==> src/compare_pkg.sv <==
// Constants, types and register map of the binary compare flag unit.
// Contract
// - Unsigned word compare treats both operands as 16-bit unsigned and sets six flags.
// - Unsigned double compare joins next-address word as upper half, compares 32-bit.
// - Double operands use two consecutive words from the low word; word ops use one.
// - First above second sets greater, greater-equal, not-equal; clears the other three.
// - First below second sets less, less-equal, not-equal; clears the other three.
// - Equal operands set equal, greater-equal, less-equal; clear the other three.
// - Every compare rewrites all six flags; exactly one outcome pattern remains.
// - Unsigned compares leave error and negative flags untouched.
// - Refreshing variant is accepted only for the unsigned word compare.
// - Refreshing variant re-samples the input word first, then compares that value.
// - Signed word compare treats 16-bit operands as two's complement.
// - Signed double compare treats 32-bit operands from two words as two's complement.
// - Signed double upper half is operand address plus one, lower half the address.
// - Unsigned double compare has no refreshing variant.
package compare_pkg;

  localparam int WORD_W = 16;
  localparam int BUS_W  = 32;
  localparam int ADDR_W = 4;
  localparam int COUNT_W = 16;

  // Register byte offsets
  localparam logic [ADDR_W-1:0] FLAGS_OFFSET   = 4'h0;
  localparam logic [ADDR_W-1:0] CONTROL_OFFSET = 4'h4;
  localparam logic [ADDR_W-1:0] COUNT_OFFSET   = 4'h8;
  localparam logic [ADDR_W-1:0] SAMPLE_OFFSET  = 4'hC;

  // Field positions in the flags and control registers
  localparam int FLD_GT  = 0;
  localparam int FLD_GE  = 1;
  localparam int FLD_EQ  = 2;
  localparam int FLD_NE  = 3;
  localparam int FLD_LT  = 4;
  localparam int FLD_LE  = 5;
  localparam int FLD_ER  = 6;
  localparam int FLD_NEG = 7;
  localparam int FLD_ENABLE = 0;

  localparam logic CONTROL_ENABLE_RESET = 1'b1;
  localparam logic [WORD_W-1:0] WORD_RESET = 16'h0000;
  localparam logic [COUNT_W-1:0] COUNT_RESET = 16'h0000;

  typedef enum logic [1:0] {
    OP_UNSIGNED_WORD   = 2'b00,
    OP_UNSIGNED_DOUBLE = 2'b01,
    OP_SIGNED_WORD     = 2'b10,
    OP_SIGNED_DOUBLE   = 2'b11
  } compare_op_t;

  typedef enum logic [1:0] {
    ST_IDLE    = 2'b00,
    ST_REFRESH = 2'b01,
    ST_COMPARE = 2'b10
  } compare_state_t;

  // Upper word sits at operand address plus one
  typedef struct packed {
    logic [WORD_W-1:0] upper;
    logic [WORD_W-1:0] lower;
  } operand_t;

  typedef struct packed {
    compare_op_t op;
    logic        refresh;
    logic        first_is_input;
    logic        second_is_input;
    operand_t    first_operand;
    operand_t    second_operand;
  } compare_req_t;

  typedef struct packed {
    logic less_equal_flag;
    logic less_flag;
    logic not_equal_flag;
    logic equal_flag;
    logic greater_equal_flag;
    logic greater_flag;
  } result_flags_t;

endpackage

==> src/binary_compare_flag_unit.sv <==
// Compare datapath driving the arithmetic result flags, with Avalon-MM register access.
`timescale 1ns/10ps
module binary_compare_flag_unit (
  input  wire logic                          i_clock,
  input  wire logic                          i_reset_n,
  input  wire logic                          i_exec_valid,
  output logic                               o_exec_ready,
  input  wire compare_pkg::compare_req_t     i_exec_req,
  output logic                               o_done,
  output logic                               o_reject,
  input  wire logic [compare_pkg::WORD_W-1:0] i_input_word,
  output compare_pkg::result_flags_t         o_flags,
  output logic                               o_error_flag_out,
  output logic                               o_negative_flag,
  input  wire logic [compare_pkg::ADDR_W-1:0] i_avs_address,
  input  wire logic                          i_avs_read,
  input  wire logic                          i_avs_write,
  input  wire logic [compare_pkg::BUS_W-1:0] i_avs_writedata,
  input  wire logic [3:0]                    i_avs_byteenable,
  output logic [compare_pkg::BUS_W-1:0]      o_avs_readdata,
  output logic                               o_avs_waitrequest
);
  import compare_pkg::*;

  compare_state_t          state_ff;
  compare_state_t          nxt_state;
  compare_req_t            req_ff;
  result_flags_t           flags_ff;
  logic                    error_ff;
  logic                    negative_ff;
  logic                    done_ff;
  logic                    reject_ff;
  logic                    enable_ff;
  logic [COUNT_W-1:0]      count_ff;
  logic [WORD_W-1:0]       input_meta_ff;
  logic [WORD_W-1:0]       input_sync_ff;
  logic                    ack_ff;
  logic [BUS_W-1:0]        readdata_ff;
  logic                    accept;
  logic                    bad_req;
  logic                    bus_req;
  logic                    bus_write;
  logic                    flags_write;
  result_flags_t           nxt_flags;

  // Flag pattern from one outcome; all six are always rewritten together
  function automatic result_flags_t outcome_flags(input logic gt, input logic eq);
    result_flags_t f;
    f.greater_flag       = gt;
    f.greater_equal_flag = gt | eq;
    f.equal_flag         = eq;
    f.not_equal_flag     = ~eq;
    f.less_flag          = ~gt & ~eq;
    f.less_equal_flag    = ~gt;
    return f;
  endfunction

  function automatic result_flags_t compare_fn(input compare_op_t op, input operand_t a,
                                               input operand_t b);
    logic gt;
    logic eq;
    gt = 1'b0;
    eq = 1'b0;
    case (op)
      OP_UNSIGNED_WORD: begin
        gt = a.lower > b.lower;
        eq = a.lower == b.lower;
      end
      OP_UNSIGNED_DOUBLE: begin
        gt = {a.upper, a.lower} > {b.upper, b.lower};
        eq = {a.upper, a.lower} == {b.upper, b.lower};
      end
      OP_SIGNED_WORD: begin
        gt = $signed(a.lower) > $signed(b.lower);
        eq = a.lower == b.lower;
      end
      OP_SIGNED_DOUBLE: begin
        gt = $signed({a.upper, a.lower}) > $signed({b.upper, b.lower});
        eq = {a.upper, a.lower} == {b.upper, b.lower};
      end
      default: begin
        gt = 1'b0;
        eq = 1'b0;
      end
    endcase
    return outcome_flags(gt, eq);
  endfunction

  // Input word comes from pins; only the second stage is read
  always_ff @(posedge i_clock or negedge i_reset_n) begin
    if (!i_reset_n) begin
      input_meta_ff <= WORD_RESET;
      input_sync_ff <= WORD_RESET;
    end else begin
      input_meta_ff <= i_input_word;
      input_sync_ff <= input_meta_ff;
    end
  end

  assign o_exec_ready = (state_ff == ST_IDLE);
  assign accept       = i_exec_valid & o_exec_ready;
  // Refresh only for the unsigned word compare; disabled unit refuses everything
  assign bad_req      = ~enable_ff | (i_exec_req.refresh &
                        (i_exec_req.op != OP_UNSIGNED_WORD));

  always_comb begin
    nxt_state = state_ff;
    case (state_ff)
      ST_IDLE: begin
        if (accept && !bad_req) begin
          nxt_state = i_exec_req.refresh ? ST_REFRESH : ST_COMPARE;
        end
      end
      ST_REFRESH: begin
        nxt_state = ST_COMPARE;
      end
      ST_COMPARE: begin
        nxt_state = ST_IDLE;
      end
      default: begin
        nxt_state = ST_IDLE;
      end
    endcase
  end

  always_ff @(posedge i_clock or negedge i_reset_n) begin
    if (!i_reset_n) begin
      state_ff <= ST_IDLE;
    end else begin
      state_ff <= nxt_state;
    end
  end

  // Operand capture, then overwrite of input-mapped words during refresh
  always_ff @(posedge i_clock or negedge i_reset_n) begin
    if (!i_reset_n) begin
      req_ff <= '0;
    end else if (accept && !bad_req) begin
      req_ff <= i_exec_req;
    end else if (state_ff == ST_REFRESH) begin
      if (req_ff.first_is_input) begin
        req_ff.first_operand.lower <= input_sync_ff;
      end
      if (req_ff.second_is_input) begin
        req_ff.second_operand.lower <= input_sync_ff;
      end
    end
  end

  assign nxt_flags = compare_fn(req_ff.op, req_ff.first_operand, req_ff.second_operand);

  // Arithmetic flags change only on a compare edge or a direct bus write
  always_ff @(posedge i_clock or negedge i_reset_n) begin
    if (!i_reset_n) begin
      flags_ff <= '0;
    end else if (state_ff == ST_COMPARE) begin
      flags_ff <= nxt_flags;
    end else if (flags_write) begin
      flags_ff <= i_avs_writedata[FLD_LE:FLD_GT];
    end
  end

  // Compares never touch these; they belong to other instructions
  always_ff @(posedge i_clock or negedge i_reset_n) begin
    if (!i_reset_n) begin
      error_ff    <= 1'b0;
      negative_ff <= 1'b0;
    end else if (flags_write) begin
      error_ff    <= i_avs_writedata[FLD_ER];
      negative_ff <= i_avs_writedata[FLD_NEG];
    end
  end

  always_ff @(posedge i_clock or negedge i_reset_n) begin
    if (!i_reset_n) begin
      done_ff   <= 1'b0;
      reject_ff <= 1'b0;
    end else begin
      done_ff   <= (state_ff == ST_COMPARE);
      reject_ff <= accept & bad_req;
    end
  end

  always_ff @(posedge i_clock or negedge i_reset_n) begin
    if (!i_reset_n) begin
      count_ff <= COUNT_RESET;
    end else if (state_ff == ST_COMPARE) begin
      count_ff <= count_ff + COUNT_W'(1);
    end
  end

  assign o_flags          = flags_ff;
  assign o_error_flag_out = error_ff;
  assign o_negative_flag  = negative_ff;
  // Consumers gate flags with their launch condition and read after done
  assign o_done           = done_ff;
  assign o_reject         = reject_ff;

  // Avalon slave: one wait cycle, answer on the second cycle of the request
  assign bus_req           = i_avs_read | i_avs_write;
  assign bus_write         = i_avs_write & ack_ff;
  assign flags_write       = bus_write & (i_avs_address == FLAGS_OFFSET) & i_avs_byteenable[0];
  assign o_avs_waitrequest = bus_req & ~ack_ff;
  assign o_avs_readdata    = readdata_ff;

  always_ff @(posedge i_clock or negedge i_reset_n) begin
    if (!i_reset_n) begin
      ack_ff <= 1'b0;
    end else begin
      ack_ff <= bus_req & ~ack_ff;
    end
  end

  always_ff @(posedge i_clock or negedge i_reset_n) begin
    if (!i_reset_n) begin
      enable_ff <= CONTROL_ENABLE_RESET;
    end else if (bus_write && i_avs_address == CONTROL_OFFSET && i_avs_byteenable[0]) begin
      enable_ff <= i_avs_writedata[FLD_ENABLE];
    end
  end

  // Unmapped offsets read as zero
  always_ff @(posedge i_clock or negedge i_reset_n) begin
    if (!i_reset_n) begin
      readdata_ff <= '0;
    end else if (i_avs_read && !ack_ff) begin
      case (i_avs_address)
        FLAGS_OFFSET:   readdata_ff <= {24'h000000, negative_ff, error_ff, flags_ff};
        CONTROL_OFFSET: readdata_ff <= {31'h00000000, enable_ff};
        COUNT_OFFSET:   readdata_ff <= {{(BUS_W-COUNT_W){1'b0}}, count_ff};
        SAMPLE_OFFSET:  readdata_ff <= {{(BUS_W-WORD_W){1'b0}}, input_sync_ff};
        default:        readdata_ff <= '0;
      endcase
    end
  end

  chk_unsigned_word_greater: assert property (@(posedge i_clock) disable iff (!i_reset_n)
    (state_ff == ST_COMPARE && req_ff.op == OP_UNSIGNED_WORD &&
     req_ff.first_operand.lower > req_ff.second_operand.lower)
    |=> (o_flags == 6'b001011))
    else $error("greater outcome pattern wrong");

  chk_unsigned_double_less: assert property (@(posedge i_clock) disable iff (!i_reset_n)
    (state_ff == ST_COMPARE && req_ff.op == OP_UNSIGNED_DOUBLE &&
     {req_ff.first_operand.upper, req_ff.first_operand.lower} <
     {req_ff.second_operand.upper, req_ff.second_operand.lower})
    |=> (o_flags.less_flag && o_flags.less_equal_flag && o_flags.not_equal_flag &&
         !o_flags.greater_flag && !o_flags.greater_equal_flag && !o_flags.equal_flag))
    else $error("double less outcome pattern wrong");

  chk_signed_word_equal: assert property (@(posedge i_clock) disable iff (!i_reset_n)
    (state_ff == ST_COMPARE && req_ff.op == OP_SIGNED_WORD &&
     req_ff.first_operand.lower == req_ff.second_operand.lower)
    |=> (o_flags == 6'b100110))
    else $error("equal outcome pattern wrong");

  chk_signed_word_sign: assert property (@(posedge i_clock) disable iff (!i_reset_n)
    (state_ff == ST_COMPARE && req_ff.op == OP_SIGNED_WORD &&
     req_ff.first_operand.lower[WORD_W-1] && !req_ff.second_operand.lower[WORD_W-1])
    |=> o_flags.less_flag)
    else $error("negative word not below positive word");

  chk_signed_double_sign: assert property (@(posedge i_clock) disable iff (!i_reset_n)
    (state_ff == ST_COMPARE && req_ff.op == OP_SIGNED_DOUBLE &&
     !req_ff.first_operand.upper[WORD_W-1] && req_ff.second_operand.upper[WORD_W-1])
    |=> o_flags.greater_flag)
    else $error("positive double not above negative double");

  chk_unsigned_word_equal: assert property (@(posedge i_clock) disable iff (!i_reset_n)
    (state_ff == ST_COMPARE && req_ff.op == OP_UNSIGNED_WORD &&
     req_ff.first_operand.lower == req_ff.second_operand.lower)
    |=> (o_flags == 6'b100110))
    else $error("word equal pattern wrong");

  chk_unsigned_word_less: assert property (@(posedge i_clock) disable iff (!i_reset_n)
    (state_ff == ST_COMPARE && req_ff.op == OP_UNSIGNED_WORD &&
     req_ff.first_operand.lower < req_ff.second_operand.lower)
    |=> (o_flags == 6'b111000))
    else $error("word less pattern wrong");

  chk_unsigned_double_greater: assert property (@(posedge i_clock) disable iff (!i_reset_n)
    (state_ff == ST_COMPARE && req_ff.op == OP_UNSIGNED_DOUBLE &&
     {req_ff.first_operand.upper, req_ff.first_operand.lower} >
     {req_ff.second_operand.upper, req_ff.second_operand.lower})
    |=> (o_flags == 6'b001011))
    else $error("double greater pattern wrong");

  chk_signed_double_equal: assert property (@(posedge i_clock) disable iff (!i_reset_n)
    (state_ff == ST_COMPARE && req_ff.op == OP_SIGNED_DOUBLE &&
     req_ff.first_operand == req_ff.second_operand)
    |=> (o_flags == 6'b100110))
    else $error("signed double equal pattern wrong");

  chk_signed_word_greater: assert property (@(posedge i_clock) disable iff (!i_reset_n)
    (state_ff == ST_COMPARE && req_ff.op == OP_SIGNED_WORD &&
     $signed(req_ff.first_operand.lower) > $signed(req_ff.second_operand.lower))
    |=> (o_flags == 6'b001011))
    else $error("signed word greater pattern wrong");

  // Equal upper halves: the lower halves decide as plain magnitudes
  chk_signed_double_low: assert property (@(posedge i_clock) disable iff (!i_reset_n)
    (state_ff == ST_COMPARE && req_ff.op == OP_SIGNED_DOUBLE &&
     req_ff.first_operand.upper == req_ff.second_operand.upper &&
     req_ff.first_operand.lower > req_ff.second_operand.lower)
    |=> o_flags.greater_flag)
    else $error("lower half of signed double misread");

  chk_one_outcome: assert property (@(posedge i_clock) disable iff (!i_reset_n)
    o_done |-> ($onehot({o_flags.greater_flag, o_flags.equal_flag, o_flags.less_flag}) &&
                o_flags.greater_equal_flag == !o_flags.less_flag &&
                o_flags.less_equal_flag == !o_flags.greater_flag &&
                o_flags.not_equal_flag == !o_flags.equal_flag))
    else $error("flags do not form one outcome");

  chk_side_flags_kept: assert property (@(posedge i_clock) disable iff (!i_reset_n)
    (state_ff != ST_IDLE && !flags_write)
    |=> ($stable(o_error_flag_out) && $stable(o_negative_flag)))
    else $error("compare disturbed error or negative flag");

  chk_refresh_sample: assert property (@(posedge i_clock) disable iff (!i_reset_n)
    (state_ff == ST_REFRESH && req_ff.first_is_input)
    |=> (req_ff.first_operand.lower == $past(input_sync_ff) && state_ff == ST_COMPARE))
    else $error("refresh did not load the sampled input word");

  chk_refresh_second: assert property (@(posedge i_clock) disable iff (!i_reset_n)
    (state_ff == ST_REFRESH && req_ff.second_is_input)
    |=> (req_ff.second_operand.lower == $past(input_sync_ff)))
    else $error("refresh did not load the second operand");

  chk_refresh_accepted: assert property (@(posedge i_clock) disable iff (!i_reset_n)
    (accept && !bad_req && i_exec_req.refresh)
    |=> (state_ff == ST_REFRESH))
    else $error("refreshing word compare not taken");

  chk_refresh_refused: assert property (@(posedge i_clock) disable iff (!i_reset_n)
    (accept && i_exec_req.refresh && i_exec_req.op != OP_UNSIGNED_WORD)
    |=> (o_reject && state_ff == ST_IDLE) ##1 !o_done)
    else $error("refresh on other compare was not refused");

  chk_flags_held: assert property (@(posedge i_clock) disable iff (!i_reset_n)
    (state_ff != ST_COMPARE && !flags_write) |=> $stable(o_flags))
    else $error("flags changed without a compare");

  chk_done_follows: assert property (@(posedge i_clock) disable iff (!i_reset_n)
    (state_ff == ST_COMPARE) |=> o_done)
    else $error("no done after flags were written");

endmodule

==> config.mk <==
export PLATFORM = sky130hd
export DESIGN_NAME = binary_compare_flag_unit
export DESIGN_NICKNAME = d
export VERILOG_FILES = /design/src/compare_pkg.sv /design/src/binary_compare_flag_unit.sv
export SDC_FILE = /design/constraint.sdc
export NUM_CORES = 1
export LEC_CHECK = 0
export BUFFER_PORTS_ARGS = -buffer_cell sky130_fd_sc_hd__buf_2
export CORE_ASPECT_RATIO = 0.75
export CORE_MARGIN = 8
export CORE_UTILIZATION = 46
export CTS_CLUSTER_DIAMETER = 150
export DETAILED_ROUTE_END_ITERATION = 12
export PLACE_DENSITY = 0.71
export SLEW_MARGIN = 20
export SYNTH_ARGS = -nofsm -noshare
export SYNTH_HDL_FRONTEND = slang
export SYNTH_SLANG_ARGS = --single-unit
==> constraint.sdc <==
create_clock -name i_clock -period 2.4 [get_ports i_clock]
set_input_delay 0.36 -clock i_clock [delete_from_list [all_inputs] [get_ports i_clock]]
set_output_delay 0.36 -clock i_clock [all_outputs]
set_load 0.01 [all_outputs]
==> flow_summary.ini, run 1 <==
[place]
place_congestion = 0.796
portBuffers = 130
post-dp-hpwl_mm = 12.7

[floorplan]
fp-row-count = 38
ios = 174
dieHeight_um = 120
die_w_um = 155
core_area_sq_um = 14300
initial_core_util_pct = 46.5
fp.dieArea_sq_um = 18600

[final_layout]
nets = 974
areaGrowthSynthToFinish_pct = 27.4
multi_input_area_sq_um = 2960
fillCellCount = 1194
layout_commonest_cell = dfrtp_1
regArea_sq_um = 3650
final_cell_mix = 145 x dfrtp_1, 138 x nand2_1, 129 x buf_2
diodes = 0
drive_above_1_share_pct = 30.0

[route]
routed_wl_mm = 17.3
wl_per_cell_um = 16.9
drtPass1Iterations = 5
vias = 5237
drt_iter0_markers = 350
remaining_drc_errors = 0
viasPerCell = 5.11
postRouteAntennaNets = 0

[timing]
hold_violations = 0
slew_headroom_pct = 53.8
setup_viol = 0
rsz0062_at_grt = no
holdWs_ps = 40.8
max_freq_mhz = 431
drv_slew = 0
tns_ps = 0
min_period_ps = 2320
finalCritPeriodShare_pct = 96.7
tightest_slew_ps = 693
fin_skew_ps = 8.31

[global_routing]
antenna_found_initial = 0
grt_usage_pct = 18.8
grt_pass1_wl_mm = 27.4
first_global_vias = 5267
overflow = 0
grt_max_degree = 69

[critical_path]
criticalPathCategory = reg2reg
worst_setup_path_end_kind = flip-flop
cp_max_fo = 4
crit_required_ps = 2700
startpoint_type = flip-flop
rr_worst_depth = 10
worstPathArrival_ps = 2620

[power]
p_leak_nw = 4.12
sw_frac_of_total_pct = 34.9
p_sw_mw = 3.12
pwr-share-seq_pct = 39.8
finalPower_mw = 8.92
ir_drop_mv = 0.572
p_clk_share_pct = 28.4
p_per_area_nw_per_um2 = 1050
combPwrFrac_pct = 31.8
p_int_mw = 5.81

[synthesis]
netlist_instances = 660
ys_top_cells_by_area = dfrtp_1 55%, nand2_1 7.8%, ha_1 6.2%, a21oi_1 3.6%, o21ai_0 3.5%
synth_flop_cell = dfrtp_1
synth_top_area_cell = dfrtp_1
synth_top_area_share_pct = 54.5
post_synth.cell_area_avg_sq_um = 10.1
synth_area_sq_um = 6650
synth_cell_types = 48
async_reset_ff_share_pct = 100
synth-edff-count = 0
synth_seq_cells = 146
yosysWarnings = 0
seq_area_frac_synth_pct = 54.9

[cts]
cts-htree-levels = 4
cts_buffers = 17
cts_tree = done
clockRootBuffer = clkbuf_16
clock-sinks = 146
clk_latency_ps = 420
clk_pin_slew_ps = 70
cts_max_path_buffers = 2

[run]
maxCapViolCount = 0

[hold_path]
hold_class = in2reg
hold_path_depth = 1

[outcome]
status = finished clean
==> path summary, 6_finish.rpt <==
path	startpoint	to	slack, ps
setup / recovery	req_ff[25]	o_flags[1]	80
max in group asynchronous	i_reset_n	enable_ff	1230
hold / removal	i_input_word[3]	input_meta_ff[3]	40
setup reg to reg	req_ff[25]	o_flags[1]	80
hold reg to reg	input_meta_ff[5]	input_sync_ff[5]	350
min in group asynchronous	i_reset_n	input_sync_ff[0]	500
==> power groups by stage <==
stage / clock network [mW] / registers, mW / logic [mW]
floorplan: 0 / 3.45 / 1.54
global placement: 0 / 3.50 / 2.26
detailed placement: 0 / 3.52 / 2.33
CTS: 2.57 / 3.49 / 2.44
global route: 2.68 / 3.62 / 3.23
finish: 2.54 / 3.55 / 2.84
==> cells in the mapped netlist, drive strengths merged (3+ instances only) <==
master	instances
a21o	3
nand2b	5
nand4	13
mux2i	8
nor2	18
and2	17
mux2	10
dfrtp	145
a22oi	8
o31ai	10
nand3	13
clkbuf	19
a211oi	17
and3	3
o21ai	48
a31oi	4
ha	33
xnor2	13
buf	22
o21a	3
inv	38
a21oi	49
nand2	138
nor4	4
==> cells by family (layout without fill, tap and decap cells) <==
| family | Yosys count | after routing | synth area share, % |
|---|---|---|---|
| compound gates | 149 | 149 | 13.4 |
| xor+xnor | 15 | 15 | 1.97 |
| simple gates | 218 | 218 | 14.8 |
| flops | 146 | 146 | 54.9 |
| buf+inv | 79 | 228 | 5.42 |
| fa+ha+maj | 33 | 33 | 6.21 |
| mux | 19 | 19 | 3.23 |
| other cells | 1 | 16 | 0.0564 |
==> timing repair <==
action / 4_1_cts / 5_1_grt
hold buffers: 1 / 0
resized for setup: 5 / 38
endpoints found under the setup margin: 4 / 4
setup buffers: 1 / 2
pin swaps: 4 / 15
hold endpoints to repair: 60 / 0
==> critical path, cell delays in order, from the launching register on <==
cell and delay (ps):
dfrtp_1 360, inv_1 100, ha_4 220, a21o_1 170
nand3_1 90, a21oi_1 90, or4_4 550, a32oi_1 210
buf_4 170, nand3_2 60, o21a_1 200
==> sequential cells by signal, indices dropped and copies added (netlist names) <==
register	flops
o_flags	6
o_negative_flag	1
o_done	1
input_sync_ff	16
o_reject	1
enable_ff	1
o_error_flag_out	1
count_ff	16
state_ff	2
input_meta_ff	16
ack_ff	1
req_ff	68
o_avs_readdata	16
==> routing by layer <==
| metal | vias up | wire (um) | GRT usage (%) | part of all wire, % |
|---|---|---|---|---|
| li1 | 2535 | - | - | - |
| met1 | 2545 | 8050 | 25.7 | 46 |
| met2 | 148 | 8090 | 29.0 | 47 |
| met3 | 9 | 1080 | 5.35 | 6.2 |
| met4 | 0 | 119 | 4.76 | 0.69 |
| met5 | - | 0 | 0 | 0 |
==> metrics by stage <==
step | worst slack, ps | area (sq um) | util (%) | cells
finish | 79.7 | 8480 | 59.2 | 1024
global route | 8.91 | 8480 | 59.2 | 1024
CTS | 0.131 | 8250 | 57.7 | 1023
detailed placement | -101 | 7630 | 53.3 | 989
global placement | -56.2 | 7630 | 53.3 | 989
floorplan | 224 | 6710 | - | 675
==> area by class of cell <==
type	count	share of cell area, %
clock buffer	17	5.02
clock inverter	15	1.67
inverter	38	1.68
multi-input combinational	450	34.9
sequential	146	43.1
tap	200	2.95
timing repair buffer	158	10.6
Power figures use the tool's default switching activity.
==> run 2: changes to the inputs <==
CORE_ASPECT_RATIO = unset   (was 0.75)
CORE_MARGIN = 4   (was 8)
==> flow_summary.ini, run 2 (synthesized netlist as in run 1, its figures left out) <==
[outcome]
status = finished clean

[floorplan]
fp-row-count = 43
dieHeight_um = 128
initial_core_util_pct = 47.4
fp.dieArea_sq_um = 16500
core_area_sq_um = 14000
die_w_um = 128
ios = 174

[timing]
min_period_ps = 2380
hold_violations = 0
setup_viol = 0
fin_skew_ps = 10.7
rsz0062_at_grt = yes
finalCritPeriodShare_pct = 99.3
max_freq_mhz = 420
holdWs_ps = 36.9
drv_slew = 0
slew_headroom_pct = 49.4
tightest_slew_ps = 757

[place]
place_congestion = 0.872
post-dp-hpwl_mm = 12.2
place_area_sq_um = 7600
portBuffers = 130
dp_cells = 969

[final_layout]
largest_reg_flops = 68
final_cell_mix = 145 x dfrtp_1, 138 x nand2_1, 129 x buf_2
postLayoutCellArea_sq_um = 8480
areaGrowthSynthToFinish_pct = 27.5
final_cells = 1006
layout_commonest_cell = dfrtp_1
drive_above_1_share_pct = 29.0
top_register = req_ff
utilization_pct = 60.4
nets = 975

[critical_path]
cp_max_fo = 4
rr_worst_depth = 11
crit_required_ps = 2710
rrSetupSlack_ps = 20
worstPathArrival_ps = 2700
slowest_delay_ps = 360
crit_slowest_cell = dfrtp_1
startpoint_type = flip-flop
cp_num_buf_inv = 3
critPathTopFamily = compound AO/OA/AOI/OAI gates
r2r_end = o_flags[1]
endpoint = o_flags[1]
criticalPathCategory = reg2reg
critPathMostFrequentCell = a31oi_4
startpoint = req_ff[11]
cp_cell_sequence = inv_1 -> ha_4 -> a21oi_2 -> o21ai_1 -> a222oi_1 -> buf_4 -> a31oi_4 -> buf_6 -> o31ai_4 -> a31oi_4 -> o21a_1
reg2reg_from = req_ff[11]
path_depth = 11
worst_setup_path_end_kind = flip-flop

[cts]
cts-htree-levels = 4
clock-sinks = 146
clk_pin_slew_ps = 60
cts_max_path_buffers = 2
cts_tree = done
cts_buffers = 17
clk_latency_ps = 430
clockRootBuffer = clkbuf_16

[power]
ir_drop_mv = 0.650
p_leak_nw = 4.15
p_per_area_nw_per_um2 = 1060

[route]
wl_per_cell_um = 16.9
drtPass1Iterations = 5
postRouteAntennaNets = 0
routed_wl_mm = 17.0
drt_iter0_markers = 345
remaining_drc_errors = 0
viasPerCell = 5.30
vias = 5335

[global_routing]
first_global_vias = 5360
grt_usage_pct = 20.7
grt_max_degree = 58
antenna_found_initial = 1
grt_pass1_wl_mm = 26.3
overflow = 0

[hold_path]
hold_class = in2reg

[run]
maxCapViolCount = 0
-- run 2: cell types whose count changed in the layout (fill, tap and decap cells not counted), moves of 4 or more --
cell      delta
clkinv_4     +4
inv_8        -4
inv_1        +6
inv_2        -6
-- run 2: repair_timing --
action	4_1_cts	5_1_grt
hold buffers	1	0
pin swaps	7	8
endpoints found under the hold margin	36	0
setup buffers	1	3
gates cloned	0	0
setup endpoints to repair	4	4
resized for setup	4	35
-- run 2: worst register-to-register path: stages (launching register included) --
cell and delay [ps]:
dfrtp_1 360, inv_1 110, ha_4 230, a21oi_2 120, o21ai_1 80, a222oi_1 320, buf_4 190, a31oi_4 100
buf_6 140, o31ai_4 360, a31oi_4 140, o21a_1 120
-- run 2: where the power goes --
| group | switching, mW | internal, mW | total (mW) |
|---|---|---|---|
| sequential | 0.414 | 3.13 | 3.55 |
| clock | 1.07 | 1.50 | 2.57 |
| combinational | 1.57 | 1.29 | 2.87 |
-- run 2: worst min-delay path by stage --
stage	startpoint	endpoint	slack (ps)	cells after the start
after floorplan	i_reset_n	ack_ff	60	0
after global placement	i_reset_n	input_meta_ff[2]	290	1
after detailed placement	i_reset_n	input_sync_ff[2]	300	1
after CTS	i_input_word[9]	input_meta_ff[9]	20	1
after global routing	i_input_word[9]	input_meta_ff[9]	20	1
final	i_input_word[9]	input_meta_ff[9]	40	1
-- run 2: per-layer routing --
metal	share of wire [%]	vias up	global-route usage [%]
met5	0	-	0
met4	2.0	0	8.30
met3	5.2	26	4.75
met2	50	165	33.1
met1	43	2611	27.4
li1	-	2533	-
-- run 2: through the flow --
step           power [mW]  TNS, ps  setup slack [ps]
2_1_floorplan        4.99        0               224
3_3_place_gp         5.72     -129             -59.9
3_5_place_dp         5.87     -308              -108
4_1_cts              8.52        0              7.52
5_1_grt              9.59     -254              -100
6_report             8.98        0              17.2
-- run 2: area by class of cell --
class / instances / area (sq um)
Timing Repair Buffer: 159 / 901
Clock inverter: 12 / 123
Tap cell: 180 / 225
Inverter: 38 / 143
Clock buffer: 20 / 457
Antenna cell: 1 / 2.50
Multi-Input combinational cell: 450 / 2980
Sequential cell: 146 / 3650
Fill cell: 1167 / 5560
